## src/shared/scsp_defs.svh

```systemverilog
`ifndef SCSP_DEFS_SVH
`define SCSP_DEFS_SVH
// Reset value of the seven-bit slave address.
`define SCSP_DEV_ADDR_RST 7'h69
// Reset value of the register pointer.
`define SCSP_PTR_RST 8'h00
// Bits per byte on the wire and the index of the last transmitted bit.
`define SCSP_BYTE_BITS 4'h8
`define SCSP_TX_LAST 4'h7
// Locations that hold real configuration registers.
`define SCSP_CFG0_LO 8'h08
`define SCSP_CFG0_HI 8'h1b
`define SCSP_CFG1_LO 8'h40
`define SCSP_CFG1_HI 8'h57
`define SCSP_CFG1_BASE 6'h14
`define SCSP_CFG_BYTES 44
// Reset value of every configuration register.
`define SCSP_CFG_RST 8'h00
// Depth of the write FIFO.
`define SCSP_FIFO_DEPTH 4
`endif

```

## src/shared/scsp_pkg.sv

```systemverilog
package scsp_pkg;
`include "scsp_defs.svh"

  typedef enum logic [2:0] {
    ST_IDLE, ST_DEVADR, ST_ACKDEV, ST_RXREG, ST_RXDAT, ST_ACKW, ST_TX, ST_MACK
  } scsp_st_t;

  typedef struct packed {
    logic [7:0] addr;
    logic [7:0] data;
  } scsp_cfg_wr_t;

  typedef struct packed {
    logic [2:0] scl_sync;
    logic [2:0] sda_sync;
    scsp_st_t st;
    logic [3:0] bitcnt;
    logic [7:0] shreg;
    logic [7:0] ptr;
    logic rw;
    logic mack_ok;
    logic sda_oe;
    logic sda_out;
    logic out_v;
    scsp_cfg_wr_t out;
    logic [`SCSP_CFG_BYTES-1:0][7:0] cfg;
  } scsp_state_t;
endpackage

```

## src/hw/scsp_fifo.sv

```systemverilog
`timescale 1ns/1ps
`default_nettype none
module scsp_fifo #(
  parameter int W = 16,
  parameter int DEPTH = 4
) (
  // Clock, reset and enable.
  input wire logic clk_i,
  input wire logic rst_n_i,
  input wire logic ce_i,
  // Filling side.
  input wire logic in_valid_i,
  output logic in_ready_o,
  input wire logic [W-1:0] in_data_i,
  // Draining side.
  output logic out_valid_o,
  input wire logic out_ready_i,
  output logic [W-1:0] out_data_o
);
  localparam int AW = (DEPTH > 1) ? $clog2(DEPTH) : 1;

  if (DEPTH < 2 || (DEPTH & (DEPTH - 1)) != 0) begin : g_bad_depth
    $error("FIFO depth must be a power of two of at least two.");
  end

  typedef struct packed {
    logic [DEPTH-1:0][W-1:0] mem;
    logic [AW-1:0] wp;
    logic [AW-1:0] rp;
    logic [AW:0] cnt;
  } scsp_fifo_state_t;

  scsp_fifo_state_t q;
  scsp_fifo_state_t d;
  logic push;
  logic pop;

  assign in_ready_o = (q.cnt != AW'(0) + (AW+1)'(DEPTH)) ? 1'b1 : 1'b0;
  assign out_valid_o = (q.cnt != '0);
  assign out_data_o = q.mem[q.rp];
  assign push = in_valid_i & in_ready_o;
  assign pop = out_valid_o & out_ready_i;

  always_comb begin
    d = q;
    if (push) begin
      d.mem[q.wp] = in_data_i;
      d.wp = q.wp + AW'(1);
    end
    if (pop) begin
      d.rp = q.rp + AW'(1);
    end
    d.cnt = q.cnt + (AW+1)'(push) - (AW+1)'(pop);
  end

  always_ff @(posedge clk_i or negedge rst_n_i) begin
    if (!rst_n_i) begin
      q <= '0;
    end else if (ce_i) begin
      q <= d;
    end
  end
endmodule
`default_nettype wire

```

## src/hw/scsp_top.sv

```systemverilog
`timescale 1ns/1ps
`default_nettype none
`include "scsp_defs.svh"
// Function
// - Acknowledge each burst-write byte the FIFO can take and keep accepting until the master stops.
// - Advance the register pointer by one after each data byte the FIFO accepts.
// - Pointer holds one past the last location written or read.
// - On own address with read direction, acknowledge then send the pointed byte.
// - Master ends a read with no acknowledge then stop; data drive ceases.
// - Address-only write frame loads the pointer and stores nothing.
// - Pointer advances after each sent byte; master acknowledge sends the next byte.
// - Every location in the eight-bit space is readable.
// - Pointer increment from the top location wraps to zero.
// - First byte after start is address plus direction; answer only on match.
// - Pull the data line low on the ninth clock of a matching address byte and of every later written byte, except a data byte that finds the FIFO full.
module scsp_top
  import scsp_pkg::*;
#(
  parameter logic [6:0] DEV_ADDR = `SCSP_DEV_ADDR_RST,
  parameter int FIFO_DEPTH = `SCSP_FIFO_DEPTH
) (
  // Clock, reset and enable.
  input wire logic CLK_SYS_I,
  input wire logic RST_N_I,
  input wire logic CE_I,
  // Two-wire serial link.
  input wire logic SCL_I,
  input wire logic SDA_I,
  output logic SDA_O,
  output logic SDA_OE_O,
  // Configuration write stream.
  output logic CFG_WR_VALID_O,
  output scsp_cfg_wr_t CFG_WR_O,
  input wire logic CFG_WR_READY_I
);
  if (FIFO_DEPTH < 2) begin : g_bad_depth
    $error("FIFO_DEPTH must be at least two.");
  end

  ////////////////////////////////////////////////////////////////////////////////
  // Address decoding.

  function automatic logic [6:0] cfg_map(input logic [7:0] a);
    logic [7:0] off;
    off = 8'h00;
    if (a >= `SCSP_CFG0_LO && a <= `SCSP_CFG0_HI) begin
      off = a - `SCSP_CFG0_LO;
      return {1'b1, off[5:0]};
    end else if (a >= `SCSP_CFG1_LO && a <= `SCSP_CFG1_HI) begin
      off = a - `SCSP_CFG1_LO;
      return {1'b1, off[5:0] + `SCSP_CFG1_BASE};
    end
    return 7'h00;
  endfunction

  scsp_state_t q;
  scsp_state_t d;
  logic scl;
  logic scl_p;
  logic sda;
  logic sda_p;
  logic ev_start;
  logic ev_stop;
  logic ev_rise;
  logic ev_fall;
  logic [6:0] rd_map;
  logic [7:0] rd_byte;
  logic [6:0] wr_map;
  logic fifo_in_v;
  logic fifo_in_rdy;
  logic fifo_out_v;
  logic fifo_out_rdy;
  scsp_cfg_wr_t fifo_in;
  scsp_cfg_wr_t fifo_out;

  // Only the second and third stages are read; the first may be metastable.
  assign scl = q.scl_sync[1];
  assign scl_p = q.scl_sync[2];
  assign sda = q.sda_sync[1];
  assign sda_p = q.sda_sync[2];
  assign ev_start = scl & scl_p & sda_p & ~sda;
  assign ev_stop = scl & scl_p & ~sda_p & sda;
  assign ev_rise = scl & ~scl_p;
  assign ev_fall = ~scl & scl_p;

  // Unmapped locations read as zero.
  assign rd_map = cfg_map(q.ptr);
  assign rd_byte = rd_map[6] ? q.cfg[rd_map[5:0]] : 8'h00;
  assign fifo_in = '{addr: q.ptr, data: q.shreg};
  assign fifo_out_rdy = ~q.out_v | CFG_WR_READY_I;
  assign wr_map = cfg_map(fifo_out.addr);

  ////////////////////////////////////////////////////////////////////////////////
  // Write FIFO.  A full FIFO makes the byte go unacknowledged, since the
  // link has no clock stretching to hold the master off.

  scsp_fifo #(.W($bits(scsp_cfg_wr_t)), .DEPTH(FIFO_DEPTH)) u_fifo (
    .clk_i(CLK_SYS_I),
    .rst_n_i(RST_N_I),
    .ce_i(CE_I),
    .in_valid_i(fifo_in_v),
    .in_ready_o(fifo_in_rdy),
    .in_data_i(fifo_in),
    .out_valid_o(fifo_out_v),
    .out_ready_i(fifo_out_rdy),
    .out_data_o(fifo_out)
  );

  ////////////////////////////////////////////////////////////////////////////////
  // Next state.

  always_comb begin
    d = q;
    fifo_in_v = 1'b0;
    d.scl_sync = {q.scl_sync[1:0], SCL_I};
    d.sda_sync = {q.sda_sync[1:0], SDA_I};
    if (ev_start) begin
      d.st = ST_DEVADR;
      d.bitcnt = 4'h0;
      d.sda_oe = 1'b0;
    end else if (ev_stop) begin
      d.st = ST_IDLE;
      d.sda_oe = 1'b0;
    end else begin
      case (q.st)
        ST_DEVADR, ST_RXREG, ST_RXDAT: begin
          if (ev_rise && q.bitcnt < `SCSP_BYTE_BITS) begin
            d.shreg = {q.shreg[6:0], sda};
            d.bitcnt = q.bitcnt + 4'h1;
          end else if (ev_fall && q.bitcnt == `SCSP_BYTE_BITS) begin
            d.bitcnt = 4'h0;
            if (q.st == ST_DEVADR) begin
              if (q.shreg[7:1] == DEV_ADDR) begin
                d.st = ST_ACKDEV;
                d.rw = q.shreg[0];
                d.sda_oe = 1'b1;
              end else begin
                d.st = ST_IDLE;
              end
            end else if (q.st == ST_RXREG) begin
              d.ptr = q.shreg;
              d.sda_oe = 1'b1;
              d.st = ST_ACKW;
            end else begin
              fifo_in_v = 1'b1;
              d.st = ST_ACKW;
              if (fifo_in_rdy) begin
                d.ptr = q.ptr + 8'h01;
                d.sda_oe = 1'b1;
              end
            end
          end
        end
        ST_ACKW: begin
          if (ev_fall) begin
            d.sda_oe = 1'b0;
            d.st = ST_RXDAT;
          end
        end
        ST_ACKDEV: begin
          if (ev_fall) begin
            if (q.rw) begin
              d.shreg = rd_byte;
              d.sda_oe = ~rd_byte[7];
              d.st = ST_TX;
            end else begin
              d.sda_oe = 1'b0;
              d.st = ST_RXREG;
            end
          end
        end
        ST_TX: begin
          if (ev_fall) begin
            if (q.bitcnt == `SCSP_TX_LAST) begin
              d.sda_oe = 1'b0;
              d.ptr = q.ptr + 8'h01;
              d.bitcnt = 4'h0;
              d.mack_ok = 1'b0;
              d.st = ST_MACK;
            end else begin
              d.shreg = {q.shreg[6:0], 1'b0};
              d.sda_oe = ~q.shreg[6];
              d.bitcnt = q.bitcnt + 4'h1;
            end
          end
        end
        ST_MACK: begin
          if (ev_rise) begin
            d.mack_ok = ~sda;
          end else if (ev_fall) begin
            if (q.mack_ok) begin
              d.shreg = rd_byte;
              d.sda_oe = ~rd_byte[7];
              d.st = ST_TX;
            end else begin
              d.st = ST_IDLE;
            end
          end
        end
        default: begin
          d.sda_oe = 1'b0;
        end
      endcase
    end
    if (q.out_v && CFG_WR_READY_I) begin
      d.out_v = 1'b0;
    end
    if (fifo_out_v && fifo_out_rdy) begin
      d.out_v = 1'b1;
      d.out = fifo_out;
      if (wr_map[6]) begin
        d.cfg[wr_map[5:0]] = fifo_out.data;
      end
    end
  end

  always_ff @(posedge CLK_SYS_I or negedge RST_N_I) begin
    if (!RST_N_I) begin
      q <= '0;
      q.scl_sync <= 3'h7;
      q.sda_sync <= 3'h7;
      q.st <= ST_IDLE;
      q.ptr <= `SCSP_PTR_RST;
      q.cfg <= {`SCSP_CFG_BYTES{`SCSP_CFG_RST}};
    end else if (CE_I) begin
      q <= d;
    end
  end

  assign SDA_O = q.sda_out;
  assign SDA_OE_O = q.sda_oe;
  assign CFG_WR_VALID_O = q.out_v;
  assign CFG_WR_O = q.out;
endmodule
`default_nettype wire

```

## config.mk

```make
export PLATFORM = sky130hd
export DESIGN_NAME = scsp_top
export DESIGN_NICKNAME = d
export VERILOG_FILES = /design/src/shared/scsp_pkg.sv /design/src/hw/scsp_fifo.sv /design/src/hw/scsp_top.sv
export VERILOG_INCLUDE_DIRS = /design/src /design/src/shared
export SDC_FILE = /design/constraint.sdc
export NUM_CORES = 1
export LEC_CHECK = 0
export BUFFER_PORTS_ARGS = -buffer_cell sky130_fd_sc_hd__buf_2
export CAP_MARGIN = 20
export CORE_ASPECT_RATIO = 0.5
export CORE_MARGIN = 2
export CORE_UTILIZATION = 59
export CTS_BUF_LIST = sky130_fd_sc_hd__clkbuf_4
export DETAILED_ROUTE_END_ITERATION = 8
export PLACE_DENSITY = 0.84
export SLEW_MARGIN = 20
export SYNTH_ARGS = -nofsm -noshare
export SYNTH_HDL_FRONTEND = slang
export SYNTH_SLANG_ARGS = --single-unit
```

## constraint.sdc

```tcl
create_clock -name CLK_SYS_I -period 3.9 [get_ports CLK_SYS_I]
set_input_delay 0.78 -clock CLK_SYS_I [delete_from_list [all_inputs] [get_ports CLK_SYS_I]]
set_output_delay 0.78 -clock CLK_SYS_I [all_outputs]
set_load 0.1 [all_outputs]
```

* Word level (Yosys, flattened, before mapping) *
Index checks and enable logic that the tools add are counted.

word-level totals
  input bits = 6
  memories kept = 0
  word-level logic and storage cells = 268
  output and inout bits = 19
  latch bits = 0
  bits in writable memories = 0
  ROM bits = 0
  bits in registers = 472

operators by class
  shifts and indexed selects = 0
  multiply operators = 0
  multiplexer cells = 89
  equality and inequality tests = 39
  $lt $le $gt $ge = 15
  bitwise logic cells = 20
  $add $sub $neg = 12
  reduce and logical (&&, ||, !) cells = 30
  divide/modulo/power cells = 0

operators with widths
  cell                  number
  $mux W369             1
  $bwmux W352           1
  $mux W352             1
  $mux W8               14
  $bwmux W64            1
  $mux W7               8
  $bmux W8 S6           1
  $demux W8 S6          1
  $ne A4 B4 Y1 const B  10
  $mux W1               33
  $bmux W16 S2          1
  $demux W16 S2         1
  $mux W16              2
  $pmux W8 S4           1
  $mux W3               10
  $ne A2 B2 Y1 const B  14
  $mux W23              1
  $mux W22              1
  $reduce_and A10 Y1    2
  $mux W9               2
  $ge A8 B4 Y1 const B  2
  $ge A8 B7 Y1 const B  2
  $le A8 B5 Y1 const B  2
  $le A8 B7 Y1 const B  2
  other kinds (46)      91

* Logic depth before layout (Yosys ltp) *
Gate-level depths: netlist (run 1).

  depth in word-level cells = 15
  gate-level depth with buffers = 15
  depth with buffers taken out = 11

* Modules after synthesis *
From an unflattened synthesis (run 1), not the netlist that was laid out.

unflattened totals
  cells, all modules = 1999
  area, all modules = 23363.7 sq um

by module, submodules not included
  module     times used  sequential area each (sq um)  area an instance (sq um)  cells an instance
  scsp_top   1           10042.1                       20116.8                   1802
  scsp_fifo  1           1776.7                        3246.9                    197

* Worst setup path after synthesis (run 1) *
OpenSTA, ideal clock, no wires.

  path type = register to register
  start point = register u_fifo.q[4] in the netlist's numbering
  end point = register q[312] in the netlist's numbering
  library setup time = 125 ps
  cell stages (with the launch flop) = 15
  period minus slack after synthesis = 3961 ps
  slack = -61 ps
  buffers on the path = 4
  data arrival time = 3836 ps
  data required time = 3775 ps
  cells stage by stage = dfrtp_1 clkbuf_1 buf_1 mux4_2 inv_1 ha_1 or4b_1 a31o_2 nor2_4 nor2_4 or3_1 buf_2 or3_1 buf_4 mux2_4

RTL lines
  element                 line             source
  from (decl)             scsp_fifo.sv:33  scsp_fifo_state_t q;
  from (signal assigned)  scsp_fifo.sv:58  q <= '0;
  from (signal assigned)  scsp_fifo.sv:60  q <= d;
  to (decl)               scsp_top.sv:56   scsp_state_t q;

* Final worst setup path (run 1) *
  start point = register u_fifo.q[3] in the netlist's numbering
  end point = register q[161] in the netlist's numbering

on the way
  word-level cells in the longest chain between the ends = 12
  elaborated cells between the ends (all ways) = 23
  those cells by class = add/sub (3); order compare (6); mux (10); reduce/logical (4)

ends and longest elaborated chain
  element                                                                line             source
  $bmux W16 S2 *                                                         scsp_fifo.sv:40  assign out_data_o = q.mem[q.rp];
  $mux W16 (implied by the code) *                                       scsp_fifo.sv:40
  $sub A6 B1 Y6 (no source line) (tied with other cells)                 --
  $add A6 B5 Y6 (no source line) or $logic_and A1 B1 Y1 (tied branches)  --
  $mux W7 or $mux W1 (tied branches)                                     scsp_top.sv:49   end else if (a >= `SCSP_CFG1_LO && a <= `SCSP_CFG1_HI) begin
  $mux W7 or $mux W1 (tied branches)                                     scsp_top.sv:46   if (a >= `SCSP_CFG0_LO && a <= `SCSP_CFG0_HI) begin
  $mux W7                                                                scsp_top.sv:53   return 7'h00;
  $lt A6 B7 Y1 (implied by the code) or $ge A6 B1 Y1 (tied branches)     scsp_top.sv:212  d.cfg[wr_map[5:0]] = fifo_out.data;
  $logic_and A1 B1 Y1 (implied by the code)                              scsp_top.sv:212
  $mux W8 (implied by the code)                                          scsp_top.sv:212
  $demux W8 S6                                                           scsp_top.sv:212
  $bwmux W352                                                            scsp_top.sv:212

Mark *: on every way between the ends. The rest lies on a longest branch, timed or not. The select of a mux whose other input is x is not followed.
A chain may end at the register's enable or synchronous reset.

==> impl_metrics.env, run 1 <==
export IMPL_status="finished clean"
export IMPL_fin_worst_skew_ns=0.0553
export IMPL_crit_arrival_ns=4.55
export IMPL_cts_buffers=106
export IMPL_hp_start="SDA_I"
export IMPL_grt_use_total=0.315
export IMPL_rsz0062_at_grt="true"
export IMPL_cts_tree="yes"
export IMPL_antenna_found_initial=4
export IMPL_hpwl_mm=39.7
export IMPL_min_path_type="in2reg"
export IMPL_synth_area_per_cell_um2=11.7
export IMPL_fin_crit_ns=3.82
export IMPL_timing_setup_tns_ns=0
export IMPL_grt_start_max_net_pins=91
export IMPL_drc=0
export IMPL_ys_types=84
export IMPL_syn_instance_count=1986
export IMPL_gp_congestion=0.967
export IMPL_die_y_um=144
export IMPL_ir_drop_uv=245
export IMPL_p_per_area_nw_per_um2=399
export IMPL_yosys_top_cells_area="dfrtp_1 50%, mux2_2 20%, nand2_1 3.5%"
export IMPL_grt_pass1_wl_mm=99.3
export IMPL_endpoint_kind="flop"
export IMPL_clkLatencyLatePin_ns=0.89
export IMPL_nets=2075
export IMPL_synth_area_um2=23200
export IMPL_p_leak_nw=12.0
export IMPL_rows=51
export IMPL_io_buffers=23
export IMPL_cts_sinks=472
export IMPL_via_per_inst=6.60
export IMPL_drive_gt1_frac=0.365
export IMPL_fin_hold_ws_ns=0.168
export IMPL_async_flop_share=1.00
export IMPL_reg2reg_depth=9
export IMPL_fmax_ghz=0.261
export IMPL_finalHoldViolCount=0
export IMPL_area_growth_syn_to_layout_pct=10.6
export IMPL_yosys_most_used_dff="dfrtp_1"
export IMPL_drt_iter0_drc=2495
export IMPL_max_slew_margin_rel=0.245
export IMPL_overflow=0
export IMPL_fin_crit_sh=0.981
export IMPL_clk_path_buf_depth=3
export IMPL_drv_cap=0
export IMPL_path_clk_slew_ns=0.07
export IMPL_utilization=0.661
export IMPL_fp_coreArea_um2=38800
export IMPL_cp_max_fo=8
export IMPL_reg2reg_slack_ns=0.08
export IMPL_drtAntennaViolNets=0
export IMPL_whs_endpoint="d[397]$_DFFE_PN1P_"
export IMPL_cp_data_required_time_ns=4.62
export IMPL_num_vias=17600
export IMPL_cts_root_buf="clkbuf_4"
export IMPL_wire_per_inst_um=23.9
export IMPL_yosys_area_top_type="dfrtp_1"
export IMPL_first_pass_iters=7
export IMPL_dieArea_um2=41000
export IMPL_ctsHtreeMaxLevel=3
export IMPL_synthesis_nets=2014
export IMPL_seq_area_frac_synth=0.510
export IMPL_setup_violations=0
export IMPL_hold_depth=2
export IMPL_start_util=0.598
export IMPL_tightest_slew_ns=1.13
export IMPL_ys_ff_latch=472
export IMPL_wl_mm=63.8
export IMPL_finalMaxSlewViolations=0
export IMPL_fillers=2710
export IMPL_boundaryPins=25
export IMPL_grt_pass1_vias=17200
export IMPL_yosysTopAreaCellShare=0.503
export IMPL_fp_dieW_um=284
export IMPL_start_kind="flop"
export IMPL_critPathKind="reg2reg"
export IMPL_timing_rr_end="q[161]$_DFFE_PN0P_"
export IMPL_synth_warnings=0
export IMPL_synth_edff_count=0
export IMPL_r2r_start="u_fifo.q[3]$_DFFE_PN0P_"
==> cell type report <==
cell class	instances	area, um^2	share of cell area
Inverter	28	105	0.00410
Clock buffer	166	1250	0.0486
Sequential cell	472	11800	0.461
Multi-Input combinational cell	1330	10700	0.416
Clock inverter	31	184	0.00717
Tap cell	530	663	0.0259
Timing Repair Buffer	109	936	0.0365
Antenna cell	6	15.0	0.000585
==> how the worst max path moves through the flow <==
stage	startpoint	end	cells past startpoint
4_1_cts	u_fifo.q[3]$_DFFE_PN0P_	q[349]$_DFFE_PN0P_	9
3_5_place_dp	u_fifo.q[3]$_DFFE_PN0P_	q[266]$_DFFE_PN0P_	9
5_1_grt	fifo_in[9]$_DFFE_PN0P_	fifo_in[5]$_DFFE_PN0P_	12
2_1_floorplan	fifo_in[8]$_DFFE_PN0P_	fifo_in[1]$_DFFE_PN0P_	13
3_3_place_gp	u_fifo.q[3]$_DFFE_PN0P_	q[268]$_DFFE_PN0P_	9
6_report	u_fifo.q[3]$_DFFE_PN0P_	q[161]$_DFFE_PN0P_	9
==> cell usage after synthesis, drive strengths merged, types with 4 or more instances <==
cell / n
nor4: 6
o22ai: 8
a311oi: 7
or2: 5
nand2b: 7
a211o: 9
dfrtp: 466
clkbuf: 114
and2: 5
or3: 15
a211oi: 27
nor2: 70
a221o: 4
nand3: 74
a31o: 6
o21ai: 88
mux2i: 43
nor3: 37
xor2: 5
a221oi: 58
inv: 26
xnor2: 6
nor3b: 5
buf: 42
mux4: 16
dfstp: 6
nor2b: 10
o31ai: 7
and3: 22
nand4: 6
o211ai: 13
a21oi: 32
ha: 21
a31oi: 20
nand2: 217
nand3b: 4
mux2: 419
o311ai: 9
==> flip-flops by register name, summed over array words and instances (netlist names) <==
register,cells
SDA_OE_O,1
q,363
CFG_WR_O,16
d,4
u_fifo.q,71
CFG_WR_VALID_O,1
fifo_in,16
==> placed cells by master (no fill, tap or decap), types with 13 or more instances in the layout <==
| master | netlist | routed |
|---|---|---|
| buf_12 | 0 | 13 |
| clkbuf_4 | 0 | 166 |
| nor3_1 | 33 | 32 |
| mux2_2 | 410 | 410 |
| a221oi_1 | 58 | 58 |
| nor2_1 | 45 | 44 |
| clkinv_1 | 2 | 26 |
| ha_1 | 21 | 21 |
| a21oi_1 | 32 | 32 |
| buf_4 | 19 | 72 |
| buf_2 | 6 | 22 |
| o21ai_0 | 83 | 82 |
| mux2i_1 | 43 | 43 |
| inv_1 | 25 | 25 |
| a31oi_1 | 20 | 20 |
| mux4_2 | 16 | 15 |
| and3_1 | 22 | 22 |
| o211ai_1 | 13 | 13 |
| nand2_1 | 215 | 213 |
| nand3_1 | 73 | 73 |
| a211oi_1 | 27 | 24 |
| nor2_2 | 19 | 20 |
| or3_1 | 15 | 14 |
| dfrtp_1 | 466 | 465 |
==> cell families after synthesis <==
family | count (synthesis) | synth area share
AND/OR/NAND/NOR | 490 | 0.103
buffers and inverters | 184 | 0.0332
adder cells (fa/ha/maj) | 22 | 0.0122
flip-flops | 472 | 0.510
multiplexers | 478 | 0.239
other | 1 | 0.000162
XOR/XNOR | 11 | 0.00415
AO/OA/AOI/OAI | 328 | 0.0993
==> layer usage <==
metal  global-route usage  up-vias  routed length [um]
li1                     -     7454                   -
met1                0.421     8896               25300
met2                0.472     1096               28500
met3                0.108      193                7670
met4                0.138        0                2330
met5                    0        -                   0
==> through the flow <==
step / cells / total power (W) / setup WS (ns) / area, um^2
floorplan: 1986 / 0.00587 / 0.0819 / 23200
global placement: 2466 / 0.00621 / 0.137 / 24100
detailed placement: 2466 / 0.00623 / 0.0130 / 24100
CTS: 2664 / 0.0102 / 0.0766 / 25600
global route: 2671 / 0.0106 / -0.0471 / 25600
finish: 2672 / 0.0102 / 0.0751 / 25600
==> where the power goes <==
group          leakage, nW  switching, W  internal [W]  total (W)
combinational         4.66      0.000613      0.000342   0.000955
clock                0.846       0.00202       0.00207    0.00408
sequential            6.52      0.000203       0.00500    0.00520
total                 12.0       0.00283       0.00741     0.0102
==> what timing repair did <==
| action | 4_1_cts | 5_1_grt |
|---|---|---|
| resized for setup | 1 | 3 |
| setup endpoints to repair | 12 | 29 |
| hold buffers | 1 | 0 |
| gates cloned | 0 | 0 |
| buffers inserted | 0 | 1 |
| pin swaps | 0 | 1 |
| hold endpoints to repair | 72 | 0 |
==> critical path, cell delays in order (launching register included) <==
cell     delay, ns
dfrtp_1       0.41
buf_4         0.22
mux4_2        0.53
or4b_1        0.55
a31o_2        0.27
nor2_1        0.21
mux2_2        0.25
nand3_2       0.30
nor2_2        0.52
mux2_2        0.40
Power figures use the tool's default switching activity.
==> run 2: changes to the inputs <==
Settings changed: PLACE_DENSITY 0.84 to not set, PLACE_DENSITY_LB_ADDON set to 0.15.
==> run 2 against run 1 <==
Compared with the run above: sequential cell count unchanged; power decreased by 0.44%; clock power decreased by 2%; core utilization increased by 0.27 points; setup slack improved by 0.080 ns; first-iteration DRC count decreased by 35%; cell count decreased by 0.52%; critical path depth increased by 2; hold slack got worse by 0.15 ns; combinational power increased by 6%; critical path type unchanged.
==> impl_metrics.env, run 2 (synthesized netlist as in run 1, its figures left out) <==
export IMPL_min_path_type="in2async"
export IMPL_clkLatencyLatePin_ns=0.85
export IMPL_start_util=0.598
export IMPL_setup_violations=0
export IMPL_max_stage_delay_ns=0.64
export IMPL_fp_dieW_um=284
export IMPL_crit_chain="buf_12, buf_4, mux4_2, nor2_1, nand3_1, or3b_2, or2_1, buf_4, nor2_1, buf_4, mux2_2"
export IMPL_fin_crit_sh=0.960
export IMPL_hpwl_mm=41.8
export IMPL_fp_coreArea_um2=38800
export IMPL_status="finished clean"
export IMPL_max_slew_margin_rel=0.227
export IMPL_drc=0
export IMPL_path_buf_inv=4
export IMPL_tightest_slew_ns=1.16
export IMPL_finalHoldViolCount=0
export IMPL_area_growth_syn_to_layout_pct=11.0
export IMPL_gp_congestion=0.968
export IMPL_cts_root_buf="clkbuf_4"
export IMPL_crit_family="simple AND/OR/NAND/NOR gates"
export IMPL_num_vias=17300
export IMPL_top_regs="q: 363 flops, u_fifo.q: 71 flops"
export IMPL_io_buffers=23
export IMPL_drtAntennaViolNets=0
export IMPL_dp_cells=2473
export IMPL_drt_iter0_drc=1611
export IMPL_first_pass_iters=6
export IMPL_grt_pass1_vias=16800
export IMPL_clk_path_buf_depth=3
export IMPL_via_per_inst=6.52
export IMPL_start_kind="flop"
export IMPL_cp_slowest_cell="mux4_2"
export IMPL_critPathKind="reg2reg"
export IMPL_grt_use_total=0.322
export IMPL_wl_mm=64.9
export IMPL_finalMaxSlewViolations=0
export IMPL_nets=2082
export IMPL_layout_cells_non_filler=2658
export IMPL_overflow=0
export IMPL_crit_arrival_ns=4.45
export IMPL_top_register="q"
export IMPL_cp_max_fo=8
export IMPL_die_y_um=144
export IMPL_cp_data_required_time_ns=4.60
export IMPL_cts_buffers=106
export IMPL_grt_pass1_wl_mm=101
export IMPL_antenna_found_initial=1
export IMPL_placed_area_um2=24200
export IMPL_layout_commonest_cell="dfrtp_1"
export IMPL_cts_tree="yes"
export IMPL_dieArea_um2=41000
export IMPL_wire_per_inst_um=24.4
export IMPL_drv_cap=0
export IMPL_rows=51
export IMPL_ctsHtreeMaxLevel=3
export IMPL_largest_reg_flops=363
export IMPL_path_clk_slew_ns=0.07
export IMPL_grt_start_max_net_pins=103
export IMPL_layout_common_cells="465 x dfrtp_1, 410 x mux2_2, 203 x nand2_1, 159 x clkbuf_4, 82 x o21ai_0"
export IMPL_p_leak_nw=12.1
export IMPL_fin_hold_ws_ns=0.0134
export IMPL_p_per_area_nw_per_um2=396
export IMPL_cts_sinks=472
export IMPL_fin_crit_ns=3.75
export IMPL_fin_worst_skew_ns=0.0432
export IMPL_crit_path_frequent_cell="buf_4"
export IMPL_ir_drop_uv=236
export IMPL_drive_gt1_frac=0.373
export IMPL_design_area_um2=25700
export IMPL_fmax_ghz=0.267
export IMPL_endpoint_kind="flop"
export IMPL_timing_setup_tns_ns=0
export IMPL_boundaryPins=25
-- run 2: changes by cell type in the layout (fill, tap and decap cells not counted), sizes merged --
cell,delta
buf,+8
clkbuf,-7
clkinv,-9
diode,-5
dlygate4sd3,-1
-- run 2: cell type report --
class / instances / area, um^2
Fill cell: 3015 / 13000
Sequential cell: 472 / 11800
Multi-Input combinational cell: 1330 / 10800
Clock buffer: 159 / 1190
Timing Repair Buffer: 116 / 1020
Tap cell: 530 / 663
Clock inverter: 22 / 151
Inverter: 28 / 105
Antenna cell: 1 / 2.50
-- run 2: power by group --
| part | switching [W] | internal [W] | leakage, nW | total, W |
|---|---|---|---|---|
| combinational | 0.000638 | 0.000370 | 4.73 | 0.00101 |
| sequential | 0.000210 | 0.00500 | 6.52 | 0.00521 |
| clock | 0.00200 | 0.00198 | 0.802 | 0.00398 |
| total | 0.00285 | 0.00735 | 12.1 | 0.0102 |
-- run 2: timing repair --
action / in CTS / in global routing
hold buffers: 0 / 0
resized for setup: 0 / 30
endpoints found under the setup margin: 0 / 208
buffers inserted: 0 / 3
-- run 2: worst reg2reg max path, cell delays in order, from the launching register on --
cell	delay (ns)
dfrtp_1	0.47
buf_12	0.15
buf_4	0.17
mux4_2	0.65
nor2_1	0.14
nand3_1	0.30
or3b_2	0.60
or2_1	0.29
buf_4	0.20
nor2_1	0.10
buf_4	0.21
mux2_2	0.36
-- run 2: per-stage QoR --
stage               power (W)  utilization  worst slack [ns]
floorplan             0.00587            -            0.0819
finish                 0.0102        0.664             0.155
global placement      0.00627        0.624             0.116
global route           0.0106        0.664           -0.0289
CTS                    0.0102        0.659            0.0536
detailed placement    0.00629        0.624            0.0879
-- run 2: path summary, 6_finish.rpt --
kind / from / end / slack (ns) / cells after the start
setup / recovery: u_fifo.q[3]$_DFFE_PN0P_ / q[46]$_DFFE_PN0P_ / 0.15 / 11
hold / removal: RST_N_I / q[391]$_DFFE_PN0P_ / 0.01 / 1
min in group CLK_SYS_I: CFG_WR_READY_I / CFG_WR_VALID_O$_DFFE_PN0P_ / 0.21 / 4
max in group asynchronous: RST_N_I / q[207]$_DFFE_PN0P_ / 2.97 / 2
setup reg to reg: u_fifo.q[3]$_DFFE_PN0P_ / q[46]$_DFFE_PN0P_ / 0.15 / 11
hold reg to reg: u_fifo.q[64]$_DFFE_PN0P_ / u_fifo.q[64]$_DFFE_PN0P_ / 0.48 / 2
-- run 2: layer usage --
metal  vias up  share of wire  GRT usage
met5         -              0          0
met4         0          0.025     0.0928
met3       136           0.10      0.102
met2       846           0.43      0.468
met1      8886           0.44      0.465
li1       7464              -          -
